$ cat config.mk
export PLATFORM = sky130hd
export DESIGN_NAME = gmc_top
export DESIGN_NICKNAME = d
export VERILOG_FILES = /design/src/pkg/gmc_pkg.sv /design/src/pkg/gmc_ref_if.sv /design/src/hw/gmc_ref_monitor.sv /design/src/hw/gmc_top.sv
export SDC_FILE = /design/constraint.sdc
export NUM_CORES = 1
export LEC_CHECK = 0
export ABC_AREA = 0
export BUFFER_PORTS_ARGS = -buffer_cell sky130_fd_sc_hd__buf_2
export CAP_MARGIN = 15
export CORE_ASPECT_RATIO = 2
export CORE_MARGIN = 2
export CORE_UTILIZATION = 50
export CTS_CLUSTER_DIAMETER = 30
export CTS_CLUSTER_SIZE = 30
export DETAILED_ROUTE_END_ITERATION = 10
export GPL_TIMING_DRIVEN = 0
export MAX_ROUTING_LAYER = met4
export PLACE_DENSITY = 0.74
export SLEW_MARGIN = 0
export SYNTH_ARGS = -nofsm -noshare
export SYNTH_HDL_FRONTEND = slang
export SYNTH_SLANG_ARGS = --single-unit
$ cat constraint.sdc
create_clock -name mclk_i -period 1.8 [get_ports mclk_i]
set_input_delay 0.36 -clock mclk_i [delete_from_list [all_inputs] [get_ports mclk_i]]
set_output_delay 0.36 -clock mclk_i [all_outputs]
set_load 0.05 [all_outputs]
$ cat src/pkg/gmc_pkg.sv
// Purpose: shared constants and types for the genlock mode control block
// Assumes: mclk_i at 25 MHz, all inputs synchronous to it
// Notes:   times are kept in their own unit, cycle counts derive from them
package gmc_pkg;

    // ------------------------------------------------------------
    // clock and timing
    // ------------------------------------------------------------
    localparam int CLK_MHZ          = 25;
    // no h sync edge within this window counts as one h sync error
    localparam int HS_WINDOW_US     = 100;
    localparam int HS_WINDOW_CYC    = HS_WINDOW_US * CLK_MHZ;
    // lock must hold this long before the vcxo counts as stable
    localparam int LOCK_SETTLE_US   = 10;
    localparam int LOCK_SETTLE_CYC  = LOCK_SETTLE_US * CLK_MHZ;

    // ------------------------------------------------------------
    // widths
    // ------------------------------------------------------------
    localparam int HERR_W           = 2;
    localparam int ERRCNT_W         = 3;
    localparam int WIN_W            = 12;
    localparam int SETTLE_W         = 9;

    localparam logic [WIN_W-1:0]    WIN_LAST    = WIN_W'(HS_WINDOW_CYC - 1);
    localparam logic [SETTLE_W-1:0] SETTLE_LAST = SETTLE_W'(LOCK_SETTLE_CYC - 1);
    localparam logic [ERRCNT_W-1:0] ERR_MAX     = 3'h7;
    localparam logic [ERRCNT_W-1:0] ERR_ZERO    = 3'h0;
    localparam logic [WIN_W-1:0]    WIN_ZERO    = 12'h000;
    localparam logic [SETTLE_W-1:0] SETTLE_ZERO = 9'h000;

    // ------------------------------------------------------------
    // reset values
    // ------------------------------------------------------------
    // no reference is known until the first h sync edge
    localparam logic RST_REF_LOSS   = 1'b1;
    localparam logic RST_LOCK_LOSS  = 1'b1;

    // ------------------------------------------------------------
    // genlock states
    // ------------------------------------------------------------
    typedef enum logic [2:0] {
        ST_FREE     = 3'h0,
        ST_ACQUIRE  = 3'h1,
        ST_LOCKED   = 3'h2,
        ST_LOR_FREE = 3'h3,
        ST_LOR_HOLD = 3'h4
    } gmc_state_e;

endpackage

$ cat src/pkg/gmc_ref_if.sv
// Purpose: carrier between mode control and the reference monitor
// Assumes: one clock domain
// Notes:   ctl drives the selected h sync and threshold, mon returns status
`timescale 1ns/1ps
`default_nettype none
interface gmc_ref_if;
    import gmc_pkg::*;
    logic              hsync;
    logic [HERR_W-1:0] h_error;
    logic              ref_loss;
    logic              pulse_seen;

    modport ctl (output hsync, output h_error, input ref_loss, input pulse_seen);
    modport mon (input hsync, input h_error, output ref_loss, output pulse_seen);
endinterface
`default_nettype wire

$ cat src/hw/gmc_ref_monitor.sv
// Purpose: h sync error counting and reference loss flag
// Assumes: hsync is already registered by the caller
// Notes:   one missed window is one error; loss when errors exceed threshold
`timescale 1ns/1ps
`default_nettype none
module gmc_ref_monitor (
    input  wire logic mclk_i,
    input  wire logic srst_i,
    gmc_ref_if.mon    ref_if
);
    import gmc_pkg::*;

    // ------------------------------------------------------------
    // state
    // ------------------------------------------------------------
    typedef struct packed {
        logic                hs_d;
        logic [WIN_W-1:0]    win_cnt;
        logic [ERRCNT_W-1:0] err_cnt;
        logic                loss;
        logic                seen;
    } gmc_mon_s;

    gmc_mon_s st_reg;
    gmc_mon_s st_next;
    logic     edge_w;

    // ------------------------------------------------------------
    // next state
    // ------------------------------------------------------------
    always_comb begin
        st_next      = st_reg;
        edge_w       = ref_if.hsync & ~st_reg.hs_d;
        st_next.hs_d = ref_if.hsync;
        st_next.seen = edge_w;
        if (edge_w) begin
            // any valid edge clears loss and the error history
            st_next.win_cnt = WIN_ZERO; // RULE_19
            st_next.err_cnt = ERR_ZERO;
            st_next.loss    = 1'b0; // RULE_19
        end else if (st_reg.win_cnt == WIN_LAST) begin
            st_next.win_cnt = WIN_ZERO;
            if (st_reg.err_cnt != ERR_MAX) begin
                st_next.err_cnt = st_reg.err_cnt + 3'h1;
            end
            // higher threshold needs more missed windows before loss
            if (st_reg.err_cnt >= ERRCNT_W'(ref_if.h_error)) begin // RULE_17
                st_next.loss = 1'b1; // RULE_19
            end
        end else begin
            st_next.win_cnt = st_reg.win_cnt + 12'h001;
        end
    end

    always_ff @(posedge mclk_i) begin
        if (srst_i) begin
            st_reg <= '{1'b0, WIN_ZERO, ERR_ZERO, RST_REF_LOSS, 1'b0};
        end else begin
            st_reg <= st_next;
        end
    end

    assign ref_if.ref_loss   = st_reg.loss;
    assign ref_if.pulse_seen = st_reg.seen;

endmodule
`default_nettype wire

$ cat src/hw/gmc_top.sv
// Purpose: free-run / genlock / loss-of-reference mode control of PLL 1
// Assumes: inputs synchronous to mclk_i, analog switches driven by outputs
// Notes:   all outputs are flip-flops; status flags follow the state, but reference loss in free run follows the monitor
//
// Notes on behaviour
// RULE_01: mode bit clear runs the reference PLL free, vcxo ignores reference.
// RULE_02: mode bit set enters genlock, tracking selected port h sync.
// RULE_03: source select clear hands the mode choice to the external pin.
// RULE_04: free run keeps output clocks locked to the vcxo clock.
// RULE_05: free run closes the switch from bias input to loop filter node.
// RULE_06: hold select 0 at loss falls back to free run until reference returns.
// RULE_07: hold select 1 at loss enters hold until reference returns.
// RULE_08: returning reference in genlock restarts lock acquisition at once.
// RULE_09: genlock free runs only during loss; free mode always free runs.
// RULE_10: hold puts loop filter output high impedance once loss is flagged.
// RULE_11: genlock tracks the reference without waiting for input stability.
// RULE_12: host programs clocks, frame timing, dividers, mode, then alignment.
// RULE_13: host programs frame timing before genlock even if unused.
// RULE_14: stable lock in genlock permits output and frame pulse alignment.
// RULE_15: alignment is allowed whatever the reference format is.
// RULE_16: every state drives defined reference-loss and lock-loss flags.
// RULE_17: h sync error setting sets loss threshold; higher delays the flag.
// RULE_18: reset starts in free run until genlock is requested.
// RULE_19: loss flag set past error threshold, cleared when h sync returns.
`timescale 1ns/1ps
`default_nettype none
module gmc_top (
    input  wire logic                        mclk_i,
    input  wire logic                        srst_i,
    // mode selection
    input  wire logic                        lock_mode_bit_i,
    input  wire logic                        mode_source_select_i,
    input  wire logic                        mode_select_pin_n_i,
    input  wire logic                        hold_on_loss_i,
    // reference inputs
    input  wire logic                        hsync_a_i,
    input  wire logic                        hsync_b_i,
    input  wire logic                        ref_port_sel_i,
    input  wire logic [gmc_pkg::HERR_W-1:0]  h_error_i,
    // phase detector lock indication
    input  wire logic                        pll_locked_i,
    // loop and switch control
    output logic                             free_bias_sw_o,
    output logic                             lpf_hiz_o,
    output logic                             pd_track_en_o,
    output logic                             pd_hsync_o,
    output logic                             out_align_en_o,
    // status
    output logic                             genlock_mode_o,
    output logic                             reference_loss_o,
    output logic                             lock_loss_o,
    output logic                             lor_event_o,
    output logic                             relock_event_o,
    output logic [2:0]                       state_o
);
    import gmc_pkg::*;

    // ------------------------------------------------------------
    // state
    // ------------------------------------------------------------
    typedef struct packed {
        gmc_state_e          fsm;
        logic                hs_sel;
        logic [HERR_W-1:0]   herr;
        logic [SETTLE_W-1:0] settle;
        logic                genlock;
        logic                bias_sw;
        logic                hiz;
        logic                track;
        logic                pd_hs;
        logic                align;
        logic                ref_loss;
        logic                lock_loss;
        logic                lor_ev;
        logic                relock_ev;
    } gmc_ctl_s;

    gmc_ctl_s  st_reg;
    gmc_ctl_s  st_next;
    gmc_ref_if ref_if ();

    logic       mode_w;
    logic       loss_w;
    gmc_state_e nfsm_w;
    gmc_state_e lor_w;

    // ------------------------------------------------------------
    // reference monitor
    // ------------------------------------------------------------
    assign ref_if.hsync   = st_reg.hs_sel;
    assign ref_if.h_error = st_reg.herr;

    gmc_ref_monitor u_mon (
        .mclk_i (mclk_i),
        .srst_i (srst_i),
        .ref_if (ref_if)
    );

    // ------------------------------------------------------------
    // next state
    // ------------------------------------------------------------
    always_comb begin
        st_next = st_reg;
        loss_w  = ref_if.ref_loss;

        // pin is active low: low asks for genlock
        if (mode_source_select_i) begin
            mode_w = lock_mode_bit_i;
        end else begin
            mode_w = ~mode_select_pin_n_i; // RULE_03
        end

        // hold select is taken at the moment loss is seen
        if (hold_on_loss_i) begin
            lor_w = ST_LOR_HOLD; // RULE_07
        end else begin
            lor_w = ST_LOR_FREE; // RULE_06
        end

        st_next.hs_sel = ref_port_sel_i ? hsync_b_i : hsync_a_i;
        st_next.herr   = h_error_i; // RULE_17

        nfsm_w = st_reg.fsm;
        case (st_reg.fsm)
            ST_FREE: begin
                // free mode uses reference loss to pick the state entered when genlock is requested and to drive the reference loss flag
                if (mode_w) begin // RULE_02
                    nfsm_w = loss_w ? lor_w : ST_ACQUIRE;
                end
            end
            ST_ACQUIRE: begin
                if (!mode_w) begin
                    nfsm_w = ST_FREE; // RULE_01
                end else if (loss_w) begin
                    nfsm_w = lor_w;
                end else if (pll_locked_i && st_reg.settle == SETTLE_LAST) begin
                    nfsm_w = ST_LOCKED; // RULE_14
                end
            end
            ST_LOCKED: begin
                if (!mode_w) begin
                    nfsm_w = ST_FREE; // RULE_01
                end else if (loss_w) begin
                    nfsm_w = lor_w;
                end else if (!pll_locked_i) begin
                    nfsm_w = ST_ACQUIRE;
                end
            end
            ST_LOR_FREE, ST_LOR_HOLD: begin
                if (!mode_w) begin
                    nfsm_w = ST_FREE; // RULE_09
                end else if (!loss_w) begin
                    // no holdoff: acquisition restarts the next cycle
                    nfsm_w = ST_ACQUIRE; // RULE_08
                end
            end
            default: begin
                nfsm_w = ST_FREE;
            end
        endcase
        st_next.fsm     = nfsm_w;
        st_next.genlock = mode_w;

        // stability counter runs only while lock holds in acquisition
        if (nfsm_w == ST_ACQUIRE && pll_locked_i && st_reg.fsm == ST_ACQUIRE) begin
            if (st_reg.settle != SETTLE_LAST) begin
                st_next.settle = st_reg.settle + 9'h001;
            end
        end else begin
            st_next.settle = SETTLE_ZERO;
        end

        // outputs decoded from the next state so they align with state_o
        st_next.bias_sw   = 1'b0;
        st_next.hiz       = 1'b0;
        st_next.track     = 1'b0;
        st_next.align     = 1'b0;
        st_next.ref_loss  = loss_w;
        st_next.lock_loss = RST_LOCK_LOSS;
        case (nfsm_w)
            ST_FREE: begin
                // vcxo free; output PLLs keep tracking the vcxo clock
                st_next.bias_sw   = 1'b1; // RULE_05
                st_next.ref_loss  = loss_w; // RULE_16
                st_next.lock_loss = 1'b1; // RULE_04
            end
            ST_ACQUIRE: begin
                // tracking starts even if input timing is still unsettled
                st_next.track     = 1'b1; // RULE_11
                st_next.ref_loss  = 1'b0; // RULE_16
                st_next.lock_loss = 1'b1;
            end
            ST_LOCKED: begin
                // cross-locked formats are not checked against each other
                st_next.track     = 1'b1;
                st_next.align     = 1'b1; // RULE_15
                st_next.ref_loss  = 1'b0; // RULE_16
                st_next.lock_loss = 1'b0;
            end
            ST_LOR_FREE: begin
                st_next.bias_sw   = 1'b1; // RULE_09
                st_next.ref_loss  = 1'b1; // RULE_16
                st_next.lock_loss = 1'b1;
            end
            ST_LOR_HOLD: begin
                // switch stays open so the filter keeps its charge
                st_next.hiz       = 1'b1; // RULE_10
                st_next.ref_loss  = 1'b1; // RULE_16
                st_next.lock_loss = 1'b1;
            end
            default: begin
                st_next.bias_sw   = 1'b1;
            end
        endcase

        // phase detector sees h sync only while tracking
        st_next.pd_hs = st_next.track & st_reg.hs_sel; // RULE_02

        st_next.lor_ev = (nfsm_w == ST_LOR_FREE || nfsm_w == ST_LOR_HOLD)
                       && st_reg.fsm != ST_LOR_FREE && st_reg.fsm != ST_LOR_HOLD;
        st_next.relock_ev = (st_reg.fsm == ST_LOR_FREE || st_reg.fsm == ST_LOR_HOLD)
                          && nfsm_w == ST_ACQUIRE; // RULE_08
    end

    // ------------------------------------------------------------
    // registers
    // ------------------------------------------------------------
    always_ff @(posedge mclk_i) begin
        if (srst_i) begin
            st_reg           <= '0;
            st_reg.fsm       <= ST_FREE; // RULE_18
            st_reg.bias_sw   <= 1'b1;
            st_reg.ref_loss  <= RST_REF_LOSS;
            st_reg.lock_loss <= RST_LOCK_LOSS;
        end else begin
            st_reg <= st_next;
        end
    end

    // ------------------------------------------------------------
    // outputs
    // ------------------------------------------------------------
    assign free_bias_sw_o   = st_reg.bias_sw;
    assign lpf_hiz_o        = st_reg.hiz;
    assign pd_track_en_o    = st_reg.track;
    assign pd_hsync_o       = st_reg.pd_hs;
    assign out_align_en_o   = st_reg.align;
    assign genlock_mode_o   = st_reg.genlock;
    assign reference_loss_o = st_reg.ref_loss;
    assign lock_loss_o      = st_reg.lock_loss;
    assign lor_event_o      = st_reg.lor_ev;
    assign relock_event_o   = st_reg.relock_ev;
    assign state_o          = st_reg.fsm;

endmodule
`default_nettype wire

-- Word level (Yosys, flattened, before mapping)
Cells that the tools add are included.
- input bits: 12
- bits in registers: 42
- output and inout port bits: 13
- reduce and logical (&&, ||, !) cells: 20
- bitwise gates (word level): 5
- multiplexer cells: 22
- eq/ne operators: 14
- order comparisons: 1
- add/sub/neg operators: 3
- operator list (cell ; number):
    $mux W3 ; 11
    $add A12 B1 Y12 const B ; 1
    $eq A12 B12 Y1 const B ; 1
    $eq A3 B2 Y1 const B ; 4
    $pmux W3 S4 ; 1
    $reduce_or A2 Y1 ; 5
    $add A9 B1 Y9 const B ; 1
    $eq A9 B8 Y1 const B ; 1
    $mux W1 ; 9
    $ne A9 B8 Y1 const B ; 1
    $eq A3 B1 Y1 const B ; 2
    $eq A3 B3 Y1 const B ; 2
    $logic_and A1 B1 Y1 ; 6
    $ne A3 B3 Y1 const B ; 2
    $pmux W2 S3 ; 1
    $reduce_or A3 Y1 ; 2
    $reduce_and A2 Y1 ; 2
    $reduce_bool A2 Y1 ; 2
    $add A3 B1 Y3 const B ; 1
    $ge A3 B2 Y1 ; 1
    $logic_not A3 Y1 ; 1
    $ne A3 B2 Y1 const B ; 1
    $not A1 Y1 ; 3
    $and A1 B1 Y1 ; 2
    $logic_or A1 B1 Y1 ; 2

-- Longest topological paths before layout
Gate-level depths: netlist of the first run.
- word-level depth: 11
- depth in mapped cells: 8

-- Modules after synthesis
A second synthesis of the first run with hierarchy kept.
- cells, all modules: 197
- area total of the unflattened synthesis: 1866.8 um2
- by module, submodules not included (module ; area an instance (um2) ; cells each ; times used):
    gmc_top ; 1061.0 ; 114 ; 1
    gmc_ref_monitor ; 805.8 ; 83 ; 1

-- Least setup slack after synthesis of the first run
Ideal clock, no wire load.
- kind: register to register
- from: reg st_reg[11] (netlist bit)
- to: reg st_reg[11] (netlist bit)
- library setup time: 0.079 ns
- cell stages (with the launch flop): 9
- path buffers: 1
- clock period less this slack: 1.933 ns
- arrival: 1.854 ns
- path slack: -0.133 ns
- data required time: 1.721 ns
- cells stage by stage: dfxtp_1 > inv_1 > ha_1 > nand4bb_1 > nor4_1 > o31a_1 > or4b_1 > buf_2 > a211oi_2
- word-level cells in the longest chain between the ends: 11
- elaborated cells on any way between the ends: 13
- classes of those cells: add/sub (1); eq/ne (3); mux (4); bitwise (1); reduce/logical (4)
- ends and longest elaborated chain (what ; line ; source):
    start, declared ; gmc_top.sv:78 ; gmc_ctl_s st_reg;
    start signal, assigned ; gmc_top.sv:236 ; st_reg <= st_next;
    $eq A9 B8 Y1 ; gmc_top.sv:136 ; end else if (pll_locked_i && st_reg.settle == SETTLE_LAST) begin
    $logic_and A1 B1 Y1 ; gmc_top.sv:136 ;
    $mux W3 ; gmc_top.sv:136 ;
    $mux W3 ; gmc_top.sv:134 ; end else if (loss_w) begin
    $mux W3 ; gmc_top.sv:132 ; if (!mode_w) begin
    $pmux W3 S4 ; gmc_top.sv:124 ; case (st_reg.fsm)
    $eq A3 B1 Y1 ; gmc_top.sv:165 ; if (nfsm_w == ST_ACQUIRE && pll_locked_i && st_reg.fsm == ST_ACQUIRE) begin
    $logic_and A1 B1 Y1 (2 in a row) ; gmc_top.sv:165 ;
    $not A1 Y1 (no line) ; -- ;
    $reduce_or A2 Y1 (no line) ; -- ;
Parallel ways exist; a longest one is shown, timed or not.
A chain may end at the register's enable or synchronous reset.

-- Final worst setup path of the first run
- from: reg st_reg[10] (netlist bit)
- to: reg st_reg[11] (netlist bit)
The elaborated chain is that of the path after synthesis.

==> flow_metrics.env, run 1 <==
export IMPL_max_cap_violations=0
export IMPL_cts_tree="yes"
export IMPL_cp_buffers_inverters=0
export IMPL_cp_end_kind="register"
export IMPL_insertion_delay_ns=0.30
export IMPL_drcViolationCount=0
export IMPL_slowest_delay_ns=0.59
export IMPL_cts_clk_slew_worst_paths_ns=0.08
export IMPL_rsz0062_at_grt="true"
export IMPL_postSynthCellCount=197
export IMPL_drt_total_wl_um=3700
export IMPL_grt_pass1_wl_um=6030
export IMPL_synth_ff_type="dfxtp_1"
export IMPL_tightestPinTransition_ns=0.445
export IMPL_worst_path_dominant_cell_family="simple AND/OR/NAND/NOR gates"
export IMPL_wl_per_cell_um=13.0
export IMPL_area_delta_synth_final_pct=25.1
export IMPL_setup_ws_ns=-0.0999
export IMPL_finalCriticalPeriod_ns=1.90
export IMPL_clock_sinks=42
export IMPL_grt_max_degree=15
export IMPL_syn_avg_cell_area_um2=9.35
export IMPL_leakagePower_nw=0.947
export IMPL_antenna_found_initial=0
export IMPL_antenna_cells=0
export IMPL_initial_core_util_pct=51.6
export IMPL_irDropWorstVdd_uv=877
export IMPL_postCtsHoldBufs=0
export IMPL_critPathMaxFanout=5
export IMPL_gp_congestion=0.732
export IMPL_synth_top_family_by_area="simple AND/OR/NAND/NOR gates"
export IMPL_dieArea_mm2=0.00421
export IMPL_synth_cell_types=40
export IMPL_post_route_period_util_pct=106
export IMPL_synth_simple_area_share_pct=26.0
export IMPL_io_buffers=24
export IMPL_crit_chain="ha_4 > nand4bb_1 > nor4_2 > o31a_1 > or4b_4 > a211oi_2"
export IMPL_drive_above_1_share_pct=33.6
export IMPL_layout_cells_non_filler=284
export IMPL_nets=253
export IMPL_fmax_mhz=526
export IMPL_synth_compound_area_share_pct=7.34
export IMPL_status="complete, but fails checks"
export IMPL_dp_cells=270
export IMPL_synthArstFlopShare_pct=0
export IMPL_synth_fp_nets=216
export IMPL_netlist_area_mm2=0.00184
export IMPL_cts_max_level=2
export IMPL_max_slew_margin_pct=70.4
export IMPL_drtIter0Drc=30
export IMPL_multi_input_area_mm2=0.00100
export IMPL_skew_ns=0.0107
export IMPL_synthMuxAreaShare_pct=2.24
export IMPL_final_seq_area_um2=861
export IMPL_yosys_area_top_type_share_pct=45.7
export IMPL_rows=31
export IMPL_hold_viol_final=0
export IMPL_hold_ws_ns=0.260
export IMPL_die_w_um=46.9
export IMPL_failed_checks="setup timing"
export IMPL_finalMaxSlewViolations=0
export IMPL_hpwl_um=2580
export IMPL_ant_nets=0
export IMPL_seq_area_frac_synth_pct=45.7
export IMPL_powerDensity_mw_per_mm2=917
export IMPL_finalPower_w=0.00211
export IMPL_criticalPathCategory="register to register"
export IMPL_largest_reg_flops=16
export IMPL_fillCellCount=320
export IMPL_synth_xor_area_share_pct=9.44
export IMPL_grt_usage_pct=19.9
export IMPL_yosys_warnings=0
export IMPL_core_area_mm2=0.00357
export IMPL_root_buffer="clkbuf_8"
export IMPL_numCtsBuffers=5
export IMPL_worstPathRequired_ns=2.03
export IMPL_io_pins=25
export IMPL_die_h_um=89.8
export IMPL_firstDrtPassIters=4
export IMPL_hp_class="input port to register"
export IMPL_startpoint_type="register"
export IMPL_synthAdderAreaFrac_pct=4.76
export IMPL_synth_area_top_cells="dfxtp_1 (46%), nor2_1 (6.3%), xnor2_1 (5.2%)"
export IMPL_clockBufferDepth=2
export IMPL_final_common_cell="dfxtp_1"
export IMPL_setup_viol=12
export IMPL_grt_pass1_vias=1447
export IMPL_vias=1458
export IMPL_synth_top_cell_by_area="dfxtp_1"
export IMPL_ys_seq_elements=42
export IMPL_routed_via_density=5.13
export IMPL_tns_ns=-0.711
export IMPL_grt_overflow=0
export IMPL_synth_edf_count=0
export IMPL_crit_arrival_ns=2.13
export IMPL_final_cell_mix="dfxtp_1 (32), nor2_1 (28), buf_2 (24), buf_4 (12), xnor2_1 (11)"
export IMPL_critPathSlowestCell="or4b_4"
cells by family (layout without fill, tap and decap cells):
family                     count (synthesis)  after routing
and+or+nand+nor                           89             90
xor gates and xnor gates                  19             19
buffers and inverters                     17             54
DFF                                       42             42
adders and majority gates                  7              7
muxes                                      4              4
AOI/OAI and AO/OA                         19             19
worst register-to-register path, cell delays in order, from the launching register on:
cell,delay (ns)
dfxtp_4,0.37
ha_4,0.15
nand4bb_1,0.16
nor4_2,0.06
o31a_1,0.35
or4b_4,0.59
a211oi_2,0.15
final timing paths:
path                         from           endpoint  slack (ns)  cells past startpoint
setup / recovery       st_reg[10]         st_reg[11]        -0.1                      6
hold / removal       h_error_i[0]  ref_if.h_error[0]        0.26                      2
setup reg to reg       st_reg[10]         st_reg[11]        -0.1                      6
hold reg to reg   u_mon.st_reg[5]    u_mon.st_reg[5]        0.47                      1
what timing repair did:
item / in CTS / in global routing
buffers inserted: 6 / 3
cloned: 0 / 1
pin swaps: 6 / 6
gates resized for setup: 13 / 19
endpoints found under the setup margin: 12 / 27
routing by layer:
metal | part of all wire (%) | routed length [um] | vias up | GRT usage, %
li1 | - | - | 739 | -
met2 | 57 | 2100 | 17 | 33.3
met5 | 0 | 0 | - | -
met3 | 2.1 | 77 | 7 | 3.61
met1 | 39 | 1430 | 695 | 20.5
met4 | 2.5 | 94 | 0 | 10.4
per-stage QoR:
step	area [um^2]	utilization (%)	setup WS, ns
6_report	2300	64.6	-0.0999
5_1_grt	2300	64.6	-0.171
4_1_cts	2220	62.2	-0.0684
3_5_place_dp	2040	57.3	-0.278
3_3_place_gp	2040	57.3	-0.290
2_1_floorplan	1860	-	-0.0930
area by class of cell:
| class | count | area share, % |
|---|---|---|
| Timing Repair Buffer | 33 | 8.14 |
| Sequential cell | 42 | 37.4 |
| Clock inverter | 3 | 1.90 |
| Buffer | 6 | 2.28 |
| Clock buffer | 5 | 2.99 |
| Tap cell | 49 | 2.66 |
| Inverter | 7 | 1.14 |
| Multi-Input combinational cell | 139 | 43.5 |
where the power goes:
part | internal [W] | total [W] | switching (W)
sequential | 0.000966 | 0.000992 | 0.0000263
clock | 0.000415 | 0.000748 | 0.000332
combinational | 0.000152 | 0.000374 | 0.000222
synthesized netlist by cell type, types with 4 or more instances:
cell,n
buf_4,4
and3_1,9
xor2_1,7
or2_2,4
nand2_1,9
nor2_1,31
a21oi_1,5
dfxtp_1,42
buf_2,4
inv_1,7
nand3_1,6
nor2b_1,6
nand2b_1,4
xnor2_1,11
ha_1,7
No activity file was read; power rests on OpenSTA's default activity.
==> run 2, diff against run 1 <==
Settings changed: RECOVER_POWER set to 50.
==> flow_metrics.env, run 2 (synthesis results as in run 1) <==
export IMPL_grt_max_degree=15
export IMPL_hold_ws_ns=0.260
export IMPL_worst_path_dominant_cell_family="simple AND/OR/NAND/NOR gates"
export IMPL_cp_buffers_inverters=0
export IMPL_ant_nets=0
export IMPL_rows=31
export IMPL_switchingPower_w=0.000582
export IMPL_cp_end_kind="register"
export IMPL_antenna_cells=0
export IMPL_hold_viol_final=0
export IMPL_fmax_mhz=526
export IMPL_dp_cells=270
export IMPL_final_cell_mix="dfxtp_1 (32), nor2_1 (28), buf_2 (14), buf_4 (12)"
export IMPL_vias=1454
export IMPL_powerDensity_mw_per_mm2=920
export IMPL_core_area_mm2=0.00357
export IMPL_die_h_um=89.8
export IMPL_worstPathRequired_ns=2.03
export IMPL_hp_class="input port to register"
export IMPL_skew_ns=0.0102
export IMPL_area_delta_synth_final_pct=24.5
export IMPL_critPathMaxFanout=5
export IMPL_cts_clk_slew_worst_paths_ns=0.08
export IMPL_io_pins=25
export IMPL_seq_power_share_pct=47.1
export IMPL_clockBufferDepth=2
export IMPL_root_buffer="clkbuf_8"
export IMPL_critPathSlowestCell="or4b_4"
export IMPL_largest_reg_flops=16
export IMPL_numCtsBuffers=5
export IMPL_antenna_found_initial=0
export IMPL_drtIter0Drc=32
export IMPL_die_w_um=46.9
export IMPL_clock_sinks=42
export IMPL_wl_per_cell_um=13.1
export IMPL_drcViolationCount=0
export IMPL_dieArea_mm2=0.00421
export IMPL_crit_arrival_ns=2.13
export IMPL_cts_max_level=2
export IMPL_criticalPathCategory="register to register"
export IMPL_switching_share_pct=27.6
export IMPL_max_cap_violations=0
export IMPL_p_clk_share_pct=35.5
export IMPL_grt_pass1_vias=1447
export IMPL_p_int_w=0.00153
export IMPL_grt_pass1_wl_um=6030
export IMPL_leakagePower_nw=0.915
export IMPL_p_comb_share_pct=17.5
export IMPL_nets=253
export IMPL_gp_congestion=0.732
export IMPL_tightestPinTransition_ns=0.610
export IMPL_drive_above_1_share_pct=29.4
export IMPL_io_buffers=24
export IMPL_slowest_delay_ns=0.59
export IMPL_grt_usage_pct=19.9
export IMPL_layout_cells_non_filler=284
export IMPL_setup_viol=12
export IMPL_startpoint_type="register"
export IMPL_initial_core_util_pct=51.6
export IMPL_grt_overflow=0
export IMPL_routed_via_density=5.12
export IMPL_finalCriticalPeriod_ns=1.90
export IMPL_setup_ws_ns=-0.100
export IMPL_insertion_delay_ns=0.30
export IMPL_drt_total_wl_um=3720
export IMPL_hpwl_um=2580
export IMPL_failed_checks="setup timing"
export IMPL_finalMaxSlewViolations=0
export IMPL_finalPower_w=0.00211
export IMPL_irDropWorstVdd_uv=880
export IMPL_final_common_cell="dfxtp_1"
export IMPL_post_route_period_util_pct=106
export IMPL_rsz0062_at_grt="true"
export IMPL_status="complete, but fails checks"
export IMPL_max_slew_margin_pct=59.5
export IMPL_crit_chain="ha_4 > nand4bb_1 > nor4_2 > o31a_1 > or4b_4 > a211oi_2"
export IMPL_firstDrtPassIters=4
export IMPL_cts_tree="yes"
[run 2: area by class of cell]
class	instances	area [um^2]
fillers	321	1280
multi-input cells	139	1000
flip-flops and latches	42	861
repair buffers	33	175
clock buffers	5	68.8
well taps	49	61.3
plain buffers	6	52.6
clock inverters	3	43.8
inverters	7	26.3
[run 2: timing repair]
action | 4_1_cts | 5_1_grt
endpoints found under the hold margin | 0 | 0
pin swaps | 6 | 6
gates resized for setup | 13 | 19
endpoints found under the setup margin | 12 | 27
cloned | 0 | 1
setup buffers | 6 | 3
hold buffers | 0 | 0
[run 2: metal layers]
metal	global-route usage [%]	part of all wire [%]	vias to the layer above
met3	3.61	2.3	7
met5	-	0	-
met1	20.5	39	691
li1	-	-	739
met4	10.4	2.5	0
met2	33.3	57	17
[run 2: through the flow]
stage	cell area [um^2]	setup TNS (ns)	setup slack, ns	util, %
after floorplan	1860	-0.284	-0.0930	-
after global placement	2040	-2.63	-0.290	57.3
after detailed placement	2040	-2.47	-0.278	57.3
after CTS	2220	-0.132	-0.0684	62.2
after global routing	2290	-1.68	-0.171	64.2
final	2290	-0.715	-0.100	64.2
[run 2: path summary, 6_finish.rpt]
kind	start	endpoint	slack, ns	cells past startpoint
worst min-delay path	h_error_i[0]	ref_if.h_error[0]	0.26	2
worst min register to register	u_mon.st_reg[5]	u_mon.st_reg[5]	0.47	1
worst max register to register	st_reg[10]	st_reg[11]	-0.1	6
worst max-delay path	st_reg[10]	st_reg[11]	-0.1	6
[run 2: power groups by stage]
| stage | combinational [W] | clock, W | sequential [W] |
|---|---|---|---|
| final | 0.000369 | 0.000748 | 0.000992 |
| after global routing | 0.000395 | 0.000803 | 0.000998 |
| after CTS | 0.000341 | 0.000774 | 0.000994 |
| after detailed placement | 0.000310 | 0 | 0.00100 |
| after global placement | 0.000309 | 0 | 0.00100 |
| after floorplan | 0.000166 | 0 | 0.00107 |
==> run 3, diff against run 2 <==
Settings changed: MAX_ROUTING_LAYER met4 to not set.
==> flow_metrics.env, run 3 (synthesis results as in run 1) <==
export IMPL_p_int_w=0.00153
export IMPL_startpoint_type="register"
export IMPL_drtIter0Drc=19
export IMPL_grt_pass1_wl_um=6020
export IMPL_dieArea_mm2=0.00421
export IMPL_max_cap_violations=0
export IMPL_routed_via_density=5.12
export IMPL_crit_chain="buf_8 > nor4_4 > o311ai_1 > o31a_1 > or4b_4 > a211oi_2"
export IMPL_timing_rr_start="state_o[1]"
export IMPL_setup_ws_ns=-0.103
export IMPL_root_buffer="clkbuf_8"
export IMPL_failed_checks="setup timing"
export IMPL_critPathSlowestCell="or4b_4"
export IMPL_fmax_mhz=525
export IMPL_crit_arrival_ns=2.13
export IMPL_slowest_delay_ns=0.59
export IMPL_io_pins=25
export IMPL_skew_ns=0.00947
export IMPL_clockBufferDepth=2
export IMPL_antenna_cells=0
export IMPL_p_comb_share_pct=17.5
export IMPL_tightestPinTransition_ns=0.610
export IMPL_cp_end_kind="register"
export IMPL_ff2ff_path_depth=6
export IMPL_worstPathRequired_ns=2.03
export IMPL_io_buffers=24
export IMPL_firstDrtPassIters=4
export IMPL_cts_max_level=2
export IMPL_postCtsHoldBufs=0
export IMPL_hp_class="input port to register"
export IMPL_drt_total_wl_um=3740
export IMPL_rsz0062_at_grt="true"
export IMPL_place_ws_ns=-0.278
export IMPL_wl_per_cell_um=13.2
export IMPL_antenna_found_initial=0
export IMPL_numCtsBuffers=5
export IMPL_finalCriticalPeriod_ns=1.90
export IMPL_setup_viol=12
export IMPL_rows=31
export IMPL_vias=1454
export IMPL_grt_overflow=0
export IMPL_multi_input_area_mm2=0.00100
export IMPL_switching_share_pct=27.5
export IMPL_status="complete, but fails checks"
export IMPL_worstSetupEndpoint="st_reg[11]"
export IMPL_largest_reg_flops=16
export IMPL_seq_power_share_pct=47.1
export IMPL_cp_startpoint="state_o[1]"
export IMPL_powerDensity_mw_per_mm2=919
export IMPL_max_slew_margin_pct=59.5
export IMPL_clock_sinks=42
export IMPL_r2r_slack_ns=-0.10
export IMPL_drcViolationCount=0
export IMPL_finish_utilization_pct=64.2
export IMPL_leakagePower_nw=0.915
export IMPL_p_clk_share_pct=35.4
export IMPL_die_h_um=89.8
export IMPL_final_common_cell="dfxtp_1"
export IMPL_critPathMaxFanout=9
export IMPL_post_route_period_util_pct=106
export IMPL_nets=253
export IMPL_finalMaxSlewViolations=0
export IMPL_hold_viol_final=0
export IMPL_grt_usage_pct=19.4
export IMPL_grt_max_degree=15
export IMPL_area_delta_synth_final_pct=24.5
export IMPL_fillCellCount=321
export IMPL_final_seq_area_um2=861
export IMPL_insertion_delay_ns=0.30
export IMPL_cts_tree="yes"
export IMPL_final_cell_mix="dfxtp_1 (32), nor2_1 (28), buf_2 (14), buf_4 (12)"
export IMPL_cts_clk_slew_worst_paths_ns=0.08
export IMPL_reg2reg_to="st_reg[11]"
export IMPL_core_area_mm2=0.00357
export IMPL_initial_core_util_pct=51.6
export IMPL_criticalPathCategory="register to register"
export IMPL_gp_congestion=0.723
export IMPL_drive_above_1_share_pct=29.4
export IMPL_irDropWorstVdd_uv=879
export IMPL_die_w_um=46.9
export IMPL_grt_pass1_vias=1448
export IMPL_hpwl_um=2580
export IMPL_ant_nets=0
export IMPL_switchingPower_w=0.000580
## run 3: cell counts in the layout (fill, tap and decap cells not counted)
No cell type changed its count.
## run 3: layout make-up
class,count,share of cell area (%)
plain buffers,6,2.29
clock buffers,5,3.00
clock inverters,3,1.91
inverters,7,1.15
multi-input cells,139,43.8
flip-flops and latches,42,37.6
well taps,49,2.67
repair buffers,33,7.64
## run 3: worst max-delay path, delay by kind of cell, from the launching register on
kind | cells | cell delay [ns]
flip-flops | 1 | 0.34
AND/OR/NAND/NOR | 2 | 0.88
AO/OA/AOI/OAI | 3 | 0.47
buffers and inverters | 1 | 0.14
## run 3: per-layer routing
layer  GRT usage, %  vias to the layer above  share of wire, %
li1               -                      740                 -
met1           20.5                      689                39
met2           33.3                       18                57
met3           3.61                        7               2.2
met4           10.4                        0               2.6
met5              0                        -                 0
## run 3: worst min-delay path by stage
stage                          from           endpoint  slack, ns  cells past startpoint
floorplan           u_mon.st_reg[5]    u_mon.st_reg[5]       0.43                      1
global placement    u_mon.st_reg[5]    u_mon.st_reg[5]       0.44                      1
detailed placement  u_mon.st_reg[5]    u_mon.st_reg[5]       0.47                      1
CTS                    h_error_i[0]  ref_if.h_error[0]       0.25                      2
global route           h_error_i[1]  ref_if.h_error[1]       0.29                      2
finish                 h_error_i[0]  ref_if.h_error[0]       0.26                      2
## run 3: what timing repair did
| item | in CTS | in global routing |
|---|---|---|
| setup endpoints to repair | 12 | 27 |
| pin swaps | 6 | 6 |
| buffers inserted | 6 | 3 |
| cloned | 0 | 1 |
| gates resized for setup | 13 | 19 |
## run 3: power groups by stage
stage / clock (W) / combinational, W / sequential (W)
4_1_cts: 0.000774 / 0.000341 / 0.000994
3_5_place_dp: 0 / 0.000310 / 0.00100
3_3_place_gp: 0 / 0.000309 / 0.00100
6_report: 0.000746 / 0.000368 / 0.000993
5_1_grt: 0.000803 / 0.000395 / 0.000998
2_1_floorplan: 0 / 0.000166 / 0.00107
## run 3: through the flow
stage / hold slack, ns / std cells / power [W] / area (um^2) / setup TNS [ns]
final: 0.261 / 284 / 0.00211 / 2290 / -0.712
after global routing: 0.292 / 284 / 0.00220 / 2290 / -1.68
after global placement: 0.437 / 270 / 0.00131 / 2040 / -2.63
after CTS: 0.253 / 281 / 0.00211 / 2220 / -0.132
after detailed placement: 0.465 / 270 / 0.00131 / 2040 / -2.47
after floorplan: 0.426 / 197 / 0.00124 / 1860 / -0.284
